<file path="src/rtl/axis_guard_pkg.sv">
// shared constants and types for the axis guard and status logic
package axis_guard_pkg;

  // clock and time base
  localparam int CLK_FREQ_KHZ = 250000;
  localparam int BLINK_TIME_MS = 500;
  localparam int BLINK_CYCLES = BLINK_TIME_MS * CLK_FREQ_KHZ;
  localparam int TICK_TIME_MS = 1;
  localparam int TICK_CYCLES = TICK_TIME_MS * CLK_FREQ_KHZ;

  // data widths
  localparam int POS_W = 32;
  localparam int ACC_W = 16;
  localparam int LOAD_W = 16;
  localparam int TORQ_W = 16;
  localparam int DLY_W = 16;
  localparam int PNUM_W = 8;

  // point flag field positions
  localparam int FLAG_PAYLOAD_BIT = 0;
  localparam int FLAG_STOP_BIT = 1;

  // error alarm table, ascending code order so lowest index is highest priority
  localparam int NUM_ALARMS = 20;
  localparam logic [PNUM_W-1:0] ALARM_CODES [NUM_ALARMS] = '{
    8'h81, 8'h82, 8'h83, 8'h84, 8'h85, 8'h86, 8'h87, 8'h88, 8'h89, 8'h8A,
    8'h8B, 8'h8C, 8'h8D, 8'h8E, 8'h8F, 8'h91, 8'h92, 8'h93, 8'hC1, 8'hC2};
  localparam logic [NUM_ALARMS-1:0] ALARM_EXTERNAL = 20'hC0000;

  // values after reset
  localparam logic [PNUM_W-1:0] PNUM_RST = 8'h00;
  localparam logic STOP_OPEN_RST = 1'b0;
  localparam logic [31:0] CNT_RST = 32'h0;
  localparam logic [DLY_W-1:0] DLY_RST = 16'h0;

  // open stop mode holding sequence
  typedef enum logic [1:0] {HOLD_IDLE, HOLD_WAIT, HOLD_ON} hold_state_t;

endpackage : axis_guard_pkg

</file>
<file path="src/rtl/alarm_sel_if.sv">
// carrier for the selected error alarm between priority logic and status logic
`timescale 1ns/1ps
`default_nettype none
interface alarm_sel_if;
  logic active;
  logic [7:0] code;
  logic external;
  modport prod (output active, output code, output external);
  modport cons (input active, input code, input external);
endinterface : alarm_sel_if
`default_nettype wire

</file>
<file path="src/rtl/alarm_priority.sv">
// fixed priority pick of the active error alarm
`timescale 1ns/1ps
`default_nettype none
module alarm_priority
  import axis_guard_pkg::*;
(
  input wire logic [NUM_ALARMS-1:0] active_i,
  alarm_sel_if.prod sel
);

  // scan downward so the smallest code overwrites the rest
  always_comb begin
    sel.active = |active_i;
    sel.code = PNUM_RST;
    sel.external = 1'b0;
    for (int i = NUM_ALARMS - 1; i >= 0; i--) begin
      if (active_i[i]) begin
        sel.code = ALARM_CODES[i];
        sel.external = ALARM_EXTERNAL[i];
      end
    end
  end

endmodule : alarm_priority
`default_nettype wire

</file>
<file path="src/rtl/axis_guard_status_logic.sv">
// motion guard, zone, alarm number output, stop mode and lamp logic for one axis
`timescale 1ns/1ps
`default_nettype none
// Summary of operation
// - reject targets below lower or above upper soft limit, accept inside
// - axis inside range, target inside range: move permitted
// - axis outside range, target inside range: move still permitted
// - zone output high while current position lies within zone bounds
// - active error alarm number shown in binary on point-number outputs
// - several alarms active: only highest-priority number is output
// - alarm number shown only when output enable set, else normal point number
// - flag bit 0 clear picks first payload, set picks second payload
// - custom acceleration clamped to selected payload ceiling
// - point move done: flag bit 1 clear closed stop, set open stop
// - non point-trace moves take stop mode from default stop mode setting
// - open stop mode holds torque, no feedback position correction
// - holding torque magnitude and its delay come from settings
// - power lamp dark without power, blinks servo off, lit servo on
// - fault lamp dark no alarm, blinks external, lit internal alarm
module axis_guard_status_logic
  import axis_guard_pkg::*;
#(
  parameter int BLINK_CNT = BLINK_CYCLES,
  parameter int TICK_CNT = TICK_CYCLES
) (
  input wire logic MCLK_I,
  input wire logic RSTN_I,
  input wire logic signed [POS_W-1:0] SOFT_LIMIT_LOWER_I,
  input wire logic signed [POS_W-1:0] SOFT_LIMIT_UPPER_I,
  input wire logic signed [POS_W-1:0] ZONE_LOWER_BOUND_I,
  input wire logic signed [POS_W-1:0] ZONE_UPPER_BOUND_I,
  input wire logic signed [POS_W-1:0] CUR_POS_I,
  input wire logic signed [POS_W-1:0] TARGET_POS_I,
  input wire logic MOVE_REQ_I,
  input wire logic MOVE_IS_POINT_I,
  input wire logic [1:0] POINT_FLAGS_I,
  input wire logic [LOAD_W-1:0] FIRST_PAYLOAD_SETTING_I,
  input wire logic [LOAD_W-1:0] SECOND_PAYLOAD_SETTING_I,
  input wire logic [ACC_W-1:0] FIRST_ACCEL_CEIL_I,
  input wire logic [ACC_W-1:0] SECOND_ACCEL_CEIL_I,
  input wire logic CUSTOM_ACCEL_I,
  input wire logic [ACC_W-1:0] REQ_ACCEL_I,
  input wire logic MOVE_DONE_I,
  input wire logic DEFAULT_STOP_MODE_I,
  input wire logic [TORQ_W-1:0] HOLD_TORQUE_SETTING_I,
  input wire logic [DLY_W-1:0] HOLD_DELAY_MS_I,
  input wire logic [PNUM_W-1:0] POINT_NUM_I,
  input wire logic ALARM_CODE_OUTPUT_ENABLE_I,
  input wire logic [NUM_ALARMS-1:0] ALARM_ACTIVE_I,
  input wire logic CTRL_POWER_I,
  input wire logic SERVO_ON_I,
  output logic MOVE_ACCEPT_O,
  output logic MOVE_REJECT_O,
  output logic [LOAD_W-1:0] PAYLOAD_O,
  output logic [ACC_W-1:0] ACCEL_O,
  output logic ZONE_O,
  output logic [PNUM_W-1:0] POINT_NUM_O,
  output logic STOP_OPEN_O,
  output logic FEEDBACK_CORR_EN_O,
  output logic HOLD_TORQUE_EN_O,
  output logic [TORQ_W-1:0] HOLD_TORQUE_O,
  output logic POWER_SERVO_LAMP_O,
  output logic FAULT_LAMP_O
);

  alarm_sel_if sel ();

  alarm_priority u_alarm_priority (
    .active_i(ALARM_ACTIVE_I),
    .sel(sel.prod)
  );

  logic target_in, cur_in_zone;
  logic accept_q, accept_d, reject_q, reject_d;
  logic [LOAD_W-1:0] payload_q, payload_d;
  logic [ACC_W-1:0] accel_q, accel_d, ceil_sel;
  logic zone_q, zone_d;
  logic [PNUM_W-1:0] pnum_q, pnum_d;
  logic stop_open_q, stop_open_d;
  hold_state_t hold_q, hold_d;
  logic [DLY_W-1:0] dly_q, dly_d;
  logic [TORQ_W-1:0] torque_q, torque_d;
  logic [31:0] tick_cnt_q, tick_cnt_d;
  logic [31:0] blink_cnt_q, blink_cnt_d;
  logic blink_q, blink_d;
  logic pwr_lamp_q, pwr_lamp_d, err_lamp_q, err_lamp_d;
  logic tick;

  // only the target decides; the resting position is ignored on purpose
  assign target_in = (TARGET_POS_I >= SOFT_LIMIT_LOWER_I) && (TARGET_POS_I <= SOFT_LIMIT_UPPER_I);
  assign cur_in_zone = (CUR_POS_I >= ZONE_LOWER_BOUND_I) && (CUR_POS_I <= ZONE_UPPER_BOUND_I);
  assign ceil_sel = POINT_FLAGS_I[FLAG_PAYLOAD_BIT] ? SECOND_ACCEL_CEIL_I : FIRST_ACCEL_CEIL_I;

  // move check, payload pick and acceleration clamp
  always_comb begin
    accept_d = MOVE_REQ_I && target_in;
    reject_d = MOVE_REQ_I && !target_in;
    payload_d = payload_q;
    accel_d = accel_q;
    if (accept_d) begin
      payload_d = POINT_FLAGS_I[FLAG_PAYLOAD_BIT] ? SECOND_PAYLOAD_SETTING_I
                                                  : FIRST_PAYLOAD_SETTING_I;
      accel_d = REQ_ACCEL_I;
      if (CUSTOM_ACCEL_I && (REQ_ACCEL_I > ceil_sel)) begin
        accel_d = ceil_sel;
      end
    end
  end

  always_ff @(posedge MCLK_I) begin
    if (!RSTN_I) begin
      accept_q <= 1'b0;
      reject_q <= 1'b0;
      payload_q <= '0;
      accel_q <= '0;
    end else begin
      accept_q <= accept_d;
      reject_q <= reject_d;
      payload_q <= payload_d;
      accel_q <= accel_d;
    end
  end

  // zone flag and point-number lines
  always_comb begin
    zone_d = cur_in_zone;
    pnum_d = POINT_NUM_I;
    if (ALARM_CODE_OUTPUT_ENABLE_I && sel.active) begin
      pnum_d = sel.code;
    end
  end

  always_ff @(posedge MCLK_I) begin
    if (!RSTN_I) begin
      zone_q <= 1'b0;
      pnum_q <= PNUM_RST;
    end else begin
      zone_q <= zone_d;
      pnum_q <= pnum_d;
    end
  end

  // millisecond tick for the hold delay
  assign tick = (tick_cnt_q == 32'(TICK_CNT - 1));

  // stop mode and open-mode holding sequence; a new accepted move drops the hold
  always_comb begin
    tick_cnt_d = tick ? CNT_RST : tick_cnt_q + 32'h1;
    stop_open_d = stop_open_q;
    hold_d = hold_q;
    dly_d = dly_q;
    torque_d = HOLD_TORQUE_SETTING_I;
    case (hold_q)
      HOLD_IDLE: begin
        if (MOVE_DONE_I) begin
          stop_open_d = MOVE_IS_POINT_I ? POINT_FLAGS_I[FLAG_STOP_BIT] : DEFAULT_STOP_MODE_I;
          if (stop_open_d) begin
            hold_d = HOLD_WAIT;
            dly_d = HOLD_DELAY_MS_I;
          end
        end
      end
      HOLD_WAIT: begin
        if (dly_q == DLY_RST) begin
          hold_d = HOLD_ON;
        end else if (tick) begin
          dly_d = dly_q - 16'h1;
        end
      end
      HOLD_ON: hold_d = HOLD_ON;
      default: hold_d = HOLD_IDLE;
    endcase
    if (accept_d) begin
      hold_d = HOLD_IDLE;
      stop_open_d = STOP_OPEN_RST;
    end
  end

  always_ff @(posedge MCLK_I) begin
    if (!RSTN_I) begin
      tick_cnt_q <= CNT_RST;
      stop_open_q <= STOP_OPEN_RST;
      hold_q <= HOLD_IDLE;
      dly_q <= DLY_RST;
      torque_q <= '0;
    end else begin
      tick_cnt_q <= tick_cnt_d;
      stop_open_q <= stop_open_d;
      hold_q <= hold_d;
      dly_q <= dly_d;
      torque_q <= torque_d;
    end
  end

  // blink base and lamps; internal alarms rank first so the pick shows their type
  always_comb begin
    blink_cnt_d = blink_cnt_q + 32'h1;
    blink_d = blink_q;
    if (blink_cnt_q == 32'(BLINK_CNT - 1)) begin
      blink_cnt_d = CNT_RST;
      blink_d = !blink_q;
    end
    pwr_lamp_d = CTRL_POWER_I && (SERVO_ON_I || blink_q);
    err_lamp_d = CTRL_POWER_I && sel.active && (!sel.external || blink_q);
  end

  always_ff @(posedge MCLK_I) begin
    if (!RSTN_I) begin
      blink_cnt_q <= CNT_RST;
      blink_q <= 1'b0;
      pwr_lamp_q <= 1'b0;
      err_lamp_q <= 1'b0;
    end else begin
      blink_cnt_q <= blink_cnt_d;
      blink_q <= blink_d;
      pwr_lamp_q <= pwr_lamp_d;
      err_lamp_q <= err_lamp_d;
    end
  end

  assign MOVE_ACCEPT_O = accept_q;
  assign MOVE_REJECT_O = reject_q;
  assign PAYLOAD_O = payload_q;
  assign ACCEL_O = accel_q;
  assign ZONE_O = zone_q;
  assign POINT_NUM_O = pnum_q;
  assign STOP_OPEN_O = stop_open_q;
  assign FEEDBACK_CORR_EN_O = !stop_open_q;
  assign HOLD_TORQUE_EN_O = (hold_q == HOLD_ON);
  assign HOLD_TORQUE_O = torque_q;
  assign POWER_SERVO_LAMP_O = pwr_lamp_q;
  assign FAULT_LAMP_O = err_lamp_q;
endmodule : axis_guard_status_logic
`default_nettype wire

</file>
<file path="config.mk">
export PLATFORM = sky130hd
export DESIGN_NAME = axis_guard_status_logic
export DESIGN_NICKNAME = d
export VERILOG_FILES = /design/src/rtl/axis_guard_pkg.sv /design/src/rtl/alarm_sel_if.sv /design/src/rtl/alarm_priority.sv /design/src/rtl/axis_guard_status_logic.sv
export SDC_FILE = /design/constraint.sdc
export NUM_CORES = 1
export LEC_CHECK = 0
export BUFFER_PORTS_ARGS = -buffer_cell sky130_fd_sc_hd__buf_2
export CORE_AREA = 5 5 154 156
export CTS_CLUSTER_DIAMETER = 80
export DETAILED_ROUTE_END_ITERATION = 7
export DIE_AREA = 0 0 159 161
export GPL_ROUTABILITY_DRIVEN = 0
export PLACE_DENSITY_LB_ADDON = 0.05
export SLEW_MARGIN = 20
export SYNTH_ARGS = -nofsm -noshare
export SYNTH_HDL_FRONTEND = slang
export SYNTH_SLANG_ARGS = --single-unit
</file>
<file path="constraint.sdc">
create_clock -name MCLK_I -period 3.6 [get_ports MCLK_I]
set_input_delay 0.36 -clock MCLK_I [delete_from_list [all_inputs] [get_ports MCLK_I]]
set_output_delay 0.36 -clock MCLK_I [all_outputs]
set_load 0.005 [all_outputs]
</file>
==> run_results.csv, run 1 <==
group,metric,value,unit
worst_setup_path,crit_family,"simple AND/OR/NAND/NOR gates",
synth,synth_edf_count,0,
clock_tree,max_root_sink_buffers,2,
worst_setup_path,setup.worst_path.class,"register to register",
worst_setup_path,critical_path.max_stage_delay,490,ps
worst_setup_path,slowest_cell_on_crit_path,"nor4_1",
grt,antenna_found_initial,20,
worst_setup_path,reg2reg_depth,8,
detailed_routing,via_count,10200,
clock_tree,ctsHoldBuffers,0,
synth,yosys_warnings,0,
synth,mux_share_of_post_synthesis_cell_area,6.25,%
sta,tns,0,ps
synth,adder_cell_share_of_the_synthesized_area,18.4,%
floorplan,die_height,161,µm
synth,syn_nets,1737,
floorplan,top_level_ports,408,
clock_tree,inserted_clock_buffers,17,
sta,maxSlewHeadroom,48.2,%
grt,grt_overflow,0,
synth,synth_top_cells_by_area,"dfxtp_1 (28%), ha_1 (18%), inv_1 (6.2%)",
synth,post_synth_inst_count,1242,
synth,main_combinational_cell_family_by_area_after_synthesis,"simple AND/OR/NAND/NOR gates",
clock_tree,h_tree_levels,4,
detailed_routing,detailedRoute.firstPassIterationCount,5,
worst_setup_path,path_depth,8,
worst_setup_path,cp_endpoint_kind,"register",
flow_run,cap_viol_max_count,0,
grt,first_global_vias,10200,
clock_tree,clkLatencyLatePin,420,ps
placed_design,port_buffers,407,
worst_setup_path,crit_required,3930,ps
detailed_routing,detailedRoute.firstIterationViolations,483,
detailed_routing,drt-total-wl,33900,µm
outcome,outcome,"complete, no violations",
worst_hold_path,hold_class,"input pin to register",
sta,layout_min_cycle_time,2730,ps
grt,grt_start_max_net_pins,41,
floorplan,core_area,22200,µm²
finish,mostFrequentLayoutCells,"buf_2 (407), inv_1 (168), ha_1 (151)",
synth,dominantRegCellSynth,"dfxtp_1",
synth,post_synth_num_cell_types,67,
clock_tree,clkTransAtPathRegs,70,ps
synth,asyncSetResetFlopFracSynth,0,%
finish,layout_cell_share_with_drive_strength_beyond_1,29.4,%
clock_tree,clock-sinks,145,
placed_design,detailedPlacementHpwl,28500,µm
synth,synth_area_per_cell,8.25,µm²
worst_setup_path,worstPathCellList,"nor4_1 > nand4b_1 > nor4_2 > nand2_1 > nand3_1 > a21o_1 > o21ai_0 > a21boi_0",
pwr,fin_total_pwr,0.00539,W
detailed_routing,drt_drc_violations_left,0,
finish,design.final.nets,2140,
detailed_routing,final_antenna_net_count,0,
finish,flow.area_growth_from_synthesis,29.3,%
detailed_routing,via_per_instance_ratio,5.20,
worst_setup_path,cp.buffers_inverters,0,
grt,track_usage,25.4,%
synth,xor_xnor_share_of_the_synthesized_area,4.44,%
worst_setup_path,worstSetupStartpointType,"register",
finish,commonest_non_fill_non_tap_cell_in_the_layout,"buf_2",
clock_tree,cts-resized-gates,0,
pwr,p_per_area,407,nW/µm²
synth,synth_top_cell_area_share,28.3,%
clock_tree,tritoncts,"built",
synth,synth-seq-area-share,28.3,%
sta,finalSetupViolCount,0,
pwr,vdd.ir_drop.worst,0.327,mV
worst_hold_path,min_delay_path_depth,2,
worst_setup_path,cp_data_arrival_time,3060,ps
synth,mappedNetlistArea,10200,µm²
sta,worst_slew_pin_slew,776,ps
sta,clock-skew-final,12.7,ps
synth,synth_area_leader_cell,"dfxtp_1",
floorplan,total_die_area,25600,µm²
floorplan,fp.dieW,159,µm
sta,min_period_over_period,75.8,%
synth,synth_simple_gate_area_share,19.4,%
sta,achievable_frequency,366,MHz
detailed_routing,wl_per_cell,17.3,µm
sta,slew_viol_final,0,
pwr,leakagePower,6.82,nW
floorplan,core.rowCount,55,
synth,synth_compound_gate_area_share,15.7,%
grt,global_route_wire_length_before_repair,52700,µm
clock_tree,cts-root-buf,"clkbuf_16",
clock_tree,cts.repair_timing.setup_buffer_count,0,
synth,ys_ff_latch,145,
worst_setup_path,crit_path_max_fo,15,
floorplan,start_util,46.1,%
sta,hold_viol,0,
sta,rsz_0062_raised_after_global_routing,"false",
## final timing paths
kind                       startpoint                           to  slack [ps]
max             dly_q[3]$_SDFFE_PN0P_       dly_q[13]$_SDFFE_PN0P_         870
max reg2reg     dly_q[3]$_SDFFE_PN0P_       dly_q[13]$_SDFFE_PN0P_         870
min          HOLD_TORQUE_SETTING_I[9]  HOLD_TORQUE_O[9]$_SDFF_PN0_         140
min reg2reg    dly_q[15]$_SDFFE_PN0P_       dly_q[15]$_SDFFE_PN0P_         450
## flip-flops by register name (all words and copies together) (netlist names), 2 cells and up
| name | flops |
|---|---|
| ACCEL_O | 16 |
| HOLD_TORQUE_O | 16 |
| PAYLOAD_O | 16 |
| POINT_NUM_O | 8 |
| blink_cnt_q | 32 |
| dly_q | 16 |
| hold_q | 2 |
| tick_cnt_q | 32 |
## cell type report
class,count,area [µm²]
fill,2073,8980
multi-input combinational,895,6570
sequential,145,2900
timing repair buffer,417,2110
inverter,169,634
clock buffer,18,429
tap,285,357
clock inverter,14,203
antenna,14,35.0
## kinds of logic (layout without fill, tap and decap cells)
| logic type | Yosys count | after routing |
|---|---|---|
| adder cells (fa/ha/maj) | 151 | 151 |
| AND/OR/NAND/NOR | 388 | 388 |
| multiplexers | 61 | 61 |
| flip-flops | 145 | 145 |
| other | 0 | 14 |
| XOR/XNOR | 52 | 52 |
| AO/OA/AOI/OAI | 243 | 243 |
| buffers and inverters | 202 | 618 |
## layer usage
metal	wire (µm)	vias to the layer above	track usage, %
li1	-	5181	-
met1	14000	4600	30.5
met2	16300	338	43.7
met3	2680	55	6.99
met4	838	12	8.72
met5	67	-	0
## power by group
part           switching [W]  leakage, nW  internal, W  total [W]
Sequential          0.000110         1.18      0.00174    0.00185
Clock               0.000722        0.306      0.00117    0.00189
Combinational       0.000919         5.34     0.000731    0.00165
## through the flow
stage	instance area [µm²]	hold WS (ps)	util (%)	setup WS (ps)	std cells
final	13200	141	59.6	870	1957
after detailed placement	12600	442	56.6	631	1911
after CTS	13200	121	59.4	848	1943
after global placement	12600	439	56.6	683	1911
after floorplan	10200	429	-	253	1242
after global routing	13200	125	59.6	538	1956
## synthesized netlist by cell type (3+ instances only)
| master | count |
|---|---|
| nand2b_1 | 11 |
| nor2_1 | 101 |
| mux2i_1 | 37 |
| o2bb2ai_1 | 33 |
| o211ai_1 | 6 |
| or4_1 | 6 |
| ha_1 | 151 |
| o21a_1 | 8 |
| nor3_1 | 16 |
| dfxtp_1 | 145 |
| or3_1 | 15 |
| buf_2 | 7 |
| a211oi_1 | 9 |
| clkbuf_1 | 21 |
| nor4_1 | 12 |
| nand3_1 | 45 |
| a21boi_0 | 4 |
| nor4b_1 | 3 |
| o21bai_1 | 4 |
| o21ai_0 | 46 |
| a31oi_1 | 5 |
| a21oi_1 | 72 |
| a2111oi_0 | 4 |
| and3_1 | 13 |
| nor2b_1 | 16 |
| a21o_1 | 21 |
| o31ai_1 | 5 |
| inv_1 | 168 |
| and2_1 | 24 |
| xor2_1 | 33 |
| buf_1 | 4 |
| nand2_1 | 70 |
| and4_1 | 4 |
| nand4_1 | 39 |
| a31o_2 | 3 |
| mux2_2 | 24 |
| xnor2_1 | 19 |
Note: power is estimated with default switching activity, not from simulation.
==> inputs of run 2 (changes only) <==
clock period = 2.8 ns   (was 3.6 ns; I/O delays follow)
==> run 2 against run 1 <==
Final cell count up 0.36%. Core utilization up 0.52 points. Maximum frequency up 11%. Largest power group unchanged. Critical endpoint unchanged. Routed wire length up 0.98%. Via count about the same. Sequential share of layout area down 0.19 points.
==> run_results.csv, run 2 (synthesized netlist as in run 1, its figures left out) <==
group,metric,value,unit
detailed_routing,final_antenna_net_count,0,
grt,grt_start_max_net_pins,39,
pwr,power_frac_seq,33.5,%
grt,global_route_wire_length_before_repair,53100,µm
worst_setup_path,crit_family,"simple AND/OR/NAND/NOR gates",
detailed_routing,via_per_instance_ratio,5.19,
pwr,p_per_area,532,nW/µm²
finish,stdcell_area,13400,µm²
sta,tns,0,ps
pwr,switching_share,32.1,%
worst_setup_path,crit-reg2reg-launch,"dly_q[0]$_SDFFE_PN0P_",
pwr,leakagePower,6.89,nW
placed_design,place_area,12700,µm²
sta,achievable_frequency,405,MHz
sta,slew_viol_final,0,
worst_setup_path,slowest_cell_on_crit_path,"a21o_1",
finish,flow.area_growth_from_synthesis,30.4,%
placed_design,preCtsSetupSlack,132,ps
detailed_routing,drt_drc_violations_left,0,
clock_tree,cts.repair_timing.setup_buffer_count,0,
floorplan,top_level_ports,408,
sta,hold_viol,0,
worst_setup_path,crit_path_max_fo,15,
worst_setup_path,ff2ff_setup_slack,330,ps
floorplan,fp.dieW,159,µm
clock_tree,tritoncts,"built",
worst_setup_path,critical_path.max_stage_delay,460,ps
detailed_routing,via_count,10200,
worst_setup_path,worstPathCellList,"inv_1 > ha_1 > nor2b_1 > nand4b_1 > nor4_2 > nand2_1 > nand3_1 > a21o_1 > o21ai_0 > a21boi_0",
grt,first_global_vias,10200,
detailed_routing,detailedRoute.firstIterationViolations,350,
sta,clock-skew-final,7.27,ps
placed_design,port_buffers,407,
worst_setup_path,crit-reg2reg-capture,"dly_q[13]$_SDFFE_PN0P_",
worst_setup_path,cp.buffers_inverters,1,
placed_design,detailedPlacementHpwl,28900,µm
clock_tree,h_tree_levels,4,
outcome,outcome,"complete, no violations",
worst_setup_path,setup.worst_path.class,"register to register",
sta,post-route-worst-setup-slack,330,ps
worst_setup_path,cp_endpoint_kind,"register",
clock_tree,cts-root-buf,"clkbuf_16",
sta,rsz_0062_raised_after_global_routing,"false",
worst_setup_path,crit_required,3140,ps
sta,layout_min_cycle_time,2470,ps
floorplan,core_area,22200,µm²
clock_tree,inserted_clock_buffers,17,
worst_hold_path,holdPathEnd,"HOLD_TORQUE_O[11]$_SDFF_PN0_",
finish,design.final.nets,2149,
detailed_routing,wl_per_cell,17.4,µm
worst_hold_path,min_delay_path_depth,2,
floorplan,total_die_area,25600,µm²
finish,commonest_non_fill_non_tap_cell_in_the_layout,"buf_2",
clock_tree,max_root_sink_buffers,2,
pwr,pwr-share-comb,32.0,%
flow_run,cap_viol_max_count,0,
worst_hold_path,hold_class,"input pin to register",
finish,mostFrequentLayoutCells,"buf_2 (407), inv_1 (168), ha_1 (151)",
worst_setup_path,worstSetupStartpointType,"register",
floorplan,start_util,46.1,%
pwr,power.share.clock,34.5,%
sta,maxSlewHeadroom,62.4,%
sta,holdWs,60.1,ps
pwr,switching_power,0.00228,W
sta,min_period_over_period,88.2,%
finish,reg_top3,"blink_cnt_q (32), tick_cnt_q (32)",
clock_tree,ctsHoldBuffers,0,
sta,worst_slew_pin_slew,548,ps
pwr,internal_power,0.00483,W
pwr,fin_total_pwr,0.00710,W
clock_tree,cts-resized-gates,0,
pwr,vdd.ir_drop.worst,0.450,mV
grt,track_usage,25.7,%
worst_hold_path,hold_path.startpoint,"HOLD_TORQUE_SETTING_I[11]",
grt,grt_overflow,0,
grt,antenna_found_initial,17,
clock_tree,clkTransAtPathRegs,60,ps
detailed_routing,detailedRoute.firstPassIterationCount,5,
floorplan,die_height,161,µm
worst_setup_path,cp_data_arrival_time,2810,ps
finish,layout_cell_share_with_drive_strength_beyond_1,29.8,%
worst_setup_path,reg2reg_depth,10,
detailed_routing,drt-total-wl,34200,µm
sta,finalSetupViolCount,0,
floorplan,core.rowCount,55,
clock_tree,clkLatencyLatePin,420,ps
clock_tree,clock-sinks,145,
-- run 2: cell type report --
type	instances	area, µm²
fill	2105	8870
clock inverter	11	175
timing repair buffer	426	2220
sequential	145	2900
tap	285	357
multi-input combinational	895	6590
clock buffer	21	460
inverter	169	634
antenna	12	30.0
-- run 2: how the worst max path moves through the flow --
stage	from	endpoint	slack (ps)	cells past startpoint
after CTS	dly_q[0]$_SDFFE_PN0P_	dly_q[14]$_SDFFE_PN0P_	310	10
final	dly_q[0]$_SDFFE_PN0P_	dly_q[13]$_SDFFE_PN0P_	330	10
after detailed placement	SOFT_LIMIT_UPPER_I[9]	PAYLOAD_O[6]$_SDFFE_PN0P_	130	11
after floorplan	POINT_FLAGS_I[0]	ACCEL_O[10]$_SDFFE_PN0P_	50	12
after global routing	dly_q[0]$_SDFFE_PN0P_	dly_q[13]$_SDFFE_PN0P_	10	10
after global placement	SOFT_LIMIT_UPPER_I[9]	ACCEL_O[9]$_SDFFE_PN0P_	210	11
-- run 2: stage by stage --
stage               std cells  util, %
floorplan                1242        -
global placement         1920     57.1
detailed placement       1920     57.1
CTS                      1952     60.0
global route             1964     60.1
finish                   1964     60.1
-- run 2: power groups by stage --
stage                     Clock (W)  Sequential [W]  Combinational [W]
after global routing        0.00261         0.00241            0.00256
final                       0.00245         0.00238            0.00227
after global placement            0         0.00242            0.00221
after detailed placement          0         0.00242            0.00224
after floorplan                   0         0.00239            0.00143
after CTS                   0.00250         0.00238            0.00227
-- run 2: layer usage --
| metal | part of all wire, % | vias up | GRT usage (%) |
|---|---|---|---|
| met5 | 0.12 | - | 0 |
| met4 | 2.7 | 6 | 9.15 |
| met3 | 8.0 | 52 | 8.80 |
| met2 | 48 | 329 | 43.5 |
| met1 | 42 | 4597 | 30.3 |
| li1 | - | 5206 | - |
==> inputs of run 3 (changes only) <==
CORE_AREA = not set   (was 5 5 154 156)
CORE_MARGIN = 5   (was not set)
CORE_UTILIZATION = 25   (was not set)
DIE_AREA = not set   (was 0 0 159 161)
==> run 3 against run 2 <==
Critical path depth grew 1. Worst hold slack lost 13 ps. Global-route usage shrank 10 points. Maximum frequency shrank 2.8%. Die area grew 76%. Highest routed layer unchanged. Final area grew 2.8%. Critical path type unchanged. Combinational power grew 3%. Register-to-register slack lost 70 ps. Routed wire length grew 4.5%. Flip-flop and latch count is the same.
==> run_results.csv, run 3 (synthesized netlist as in run 1, its figures left out) <==
group,metric,value,unit
clock_tree,tritoncts,"built",
worst_setup_path,crit_required,3160,ps
clock_tree,cts.repair_timing.setup_buffer_count,0,
finish,commonest_non_fill_non_tap_cell_in_the_layout,"buf_2",
floorplan,core_area,40700,µm²
sta,worst_slew_pin_slew,486,ps
clock_tree,clkTransAtPathRegs,60,ps
grt,track_usage,15.3,%
finish,flow.area_growth_from_synthesis,34.0,%
floorplan,start_util,25.2,%
worst_setup_path,crit-reg2reg-capture,"dly_q[0]$_SDFFE_PN0P_",
grt,first_global_vias,10100,
placed_design,detailedPlacementHpwl,30100,µm
clock_tree,cts-resized-gates,0,
worst_setup_path,crit_family,"simple AND/OR/NAND/NOR gates",
grt,global_route_wire_length_before_repair,54100,µm
worst_setup_path,cp_data_arrival_time,2900,ps
sta,maxSlewHeadroom,67.2,%
finish,fillerInstances,4414,
clock_tree,inserted_clock_buffers,17,
floorplan,total_die_area,45100,µm²
finish,reg_top3,"blink_cnt_q (32), tick_cnt_q (32)",
sta,min_period_over_period,90.7,%
floorplan,top_level_ports,408,
worst_setup_path,worstPathCellList,"inv_1 > ha_1 > nor2b_1 > nand4b_1 > nor4_2 > nand2_1 > nand3_1 > a21o_1 > buf_4 > o21ai_0 > a21boi_0",
worst_setup_path,ff2ff_setup_slack,260,ps
worst_setup_path,crit-reg2reg-launch,"dly_q[0]$_SDFFE_PN0P_",
placed_design,port_buffers,407,
worst_setup_path,setup.worst_path.class,"register to register",
worst_setup_path,critical_path.max_stage_delay,330,ps
outcome,outcome,"complete, no violations",
worst_setup_path,reg2reg_depth,11,
sta,finalSetupViolCount,0,
floorplan,die_height,212,µm
finish,design.final.nets,2151,
detailed_routing,via_count,9992,
pwr,vdd.ir_drop.worst,0.396,mV
sta,rsz_0062_raised_after_global_routing,"false",
clock_tree,ctsHoldBuffers,0,
pwr,leakagePower,6.92,nW
sta,slew_viol_final,0,
worst_hold_path,holdPathEnd,"HOLD_TORQUE_O[13]$_SDFF_PN0_",
clock_tree,clkLatencyLatePin,440,ps
clock_tree,h_tree_levels,4,
floorplan,fp.dieW,212,µm
clock_tree,max_root_sink_buffers,2,
sta,clock-skew-final,11.1,ps
finish,mostFrequentLayoutCells,"buf_2 (407), inv_1 (168), ha_1 (150)",
sta,layout_min_cycle_time,2540,ps
worst_setup_path,timing.critical_path.from,"dly_q[0]$_SDFFE_PN0P_",
finish,stdcell_area,13700,µm²
sta,achievable_frequency,394,MHz
sta,tns,0,ps
flow_run,cap_viol_max_count,0,
sta,hold_viol,0,
floorplan,core.rowCount,74,
grt,grt_start_max_net_pins,44,
finish,multi_input_comb_area,6580,µm²
clock_tree,clock-sinks,145,
detailed_routing,drt_drc_violations_left,0,
pwr,p_per_area,535,nW/µm²
worst_setup_path,slowest_cell_on_crit_path,"dfxtp_1",
detailed_routing,final_antenna_net_count,0,
detailed_routing,drt-total-wl,35800,µm
worst_hold_path,hold_path.startpoint,"HOLD_TORQUE_SETTING_I[13]",
worst_setup_path,cp.buffers_inverters,2,
grt,antenna_found_initial,14,
finish,register_area,2900,µm²
worst_setup_path,crit_path_max_fo,8,
clock_tree,cts-root-buf,"clkbuf_16",
detailed_routing,wl_per_cell,16.2,µm
detailed_routing,via_per_instance_ratio,4.53,
detailed_routing,detailedRoute.firstIterationViolations,336,
finish,layout_cell_share_with_drive_strength_beyond_1,29.9,%
detailed_routing,detailedRoute.firstPassIterationCount,4,
grt,grt_overflow,0,
worst_hold_path,min_delay_path_depth,2,
worst_setup_path,worstSetupStartpointType,"register",
worst_hold_path,hold_class,"input pin to register",
placed_design,place_area,13100,µm²
worst_setup_path,cp_endpoint_kind,"register",
==> run 3: cell types whose count changed in the layout (fill, tap and decap cells not counted), sizes merged <==
cell,before,now
diode,12,6
inv,172,169
buf,426,428
bufinv,4,6
clkinv,2,3
clkinvlp,2,1
==> run 3: how the worst max path moves through the flow <==
stage,endpoint,depth (start not counted),slack [ps]
after floorplan,ACCEL_O[10]$_SDFFE_PN0P_,12,50
after global placement,ACCEL_O[9]$_SDFFE_PN0P_,13,70
after detailed placement,ACCEL_O[5]$_SDFFE_PN0P_,13,20
after CTS,dly_q[0]$_SDFFE_PN0P_,11,250
after global routing,dly_q[0]$_SDFFE_PN0P_,11,10
final,dly_q[0]$_SDFFE_PN0P_,11,260
==> run 3: metal layers <==
metal	GRT usage [%]	vias to the layer above	wire, µm
met5	0	-	53
met2	26.9	290	17000
met4	3.49	10	469
li1	-	5204	-
met3	5.21	40	3130
met1	18.0	4448	15200
==> run 3: per-stage QoR <==
stage	setup WS, ps	instances	util, %	power (W)	hold WS, ps
3_3_place_gp	69.8	2169	32.0	0.00477	440
5_1_grt	14.5	2204	33.7	0.00789	16.0
2_1_floorplan	49.4	1242	-	0.00382	370
6_report	259	2206	33.7	0.00735	47.2
3_5_place_dp	19.7	2169	32.0	0.00477	442
4_1_cts	247	2200	33.7	0.00748	17.0
==> run 3: worst reg2reg max path, delay by kind of cell (launching register included) <==
family                     cells  cell delay, ps
adders and majority gates      1             190
DFF                            1             330
buffers and inverters          2             310
AOI/OAI and AO/OA              3             540
and+or+nand+nor                5            1080
==> run 3: power breakdown <==
| group | total, W | switching (W) | internal, W |
|---|---|---|---|
| clock | 0.00264 | 0.000928 | 0.00171 |
| combinational | 0.00233 | 0.00125 | 0.00109 |
| sequential | 0.00238 | 0.000141 | 0.00224 |
==> run 3: final cells by class <==
cell class	count	area share, %
multi-input combinational	895	47.9
sequential	145	21.1
timing repair buffer	428	16.5
tap	532	4.85
inverter	169	4.62
clock buffer	21	3.35
clock inverter	10	1.50
antenna	6	0.109
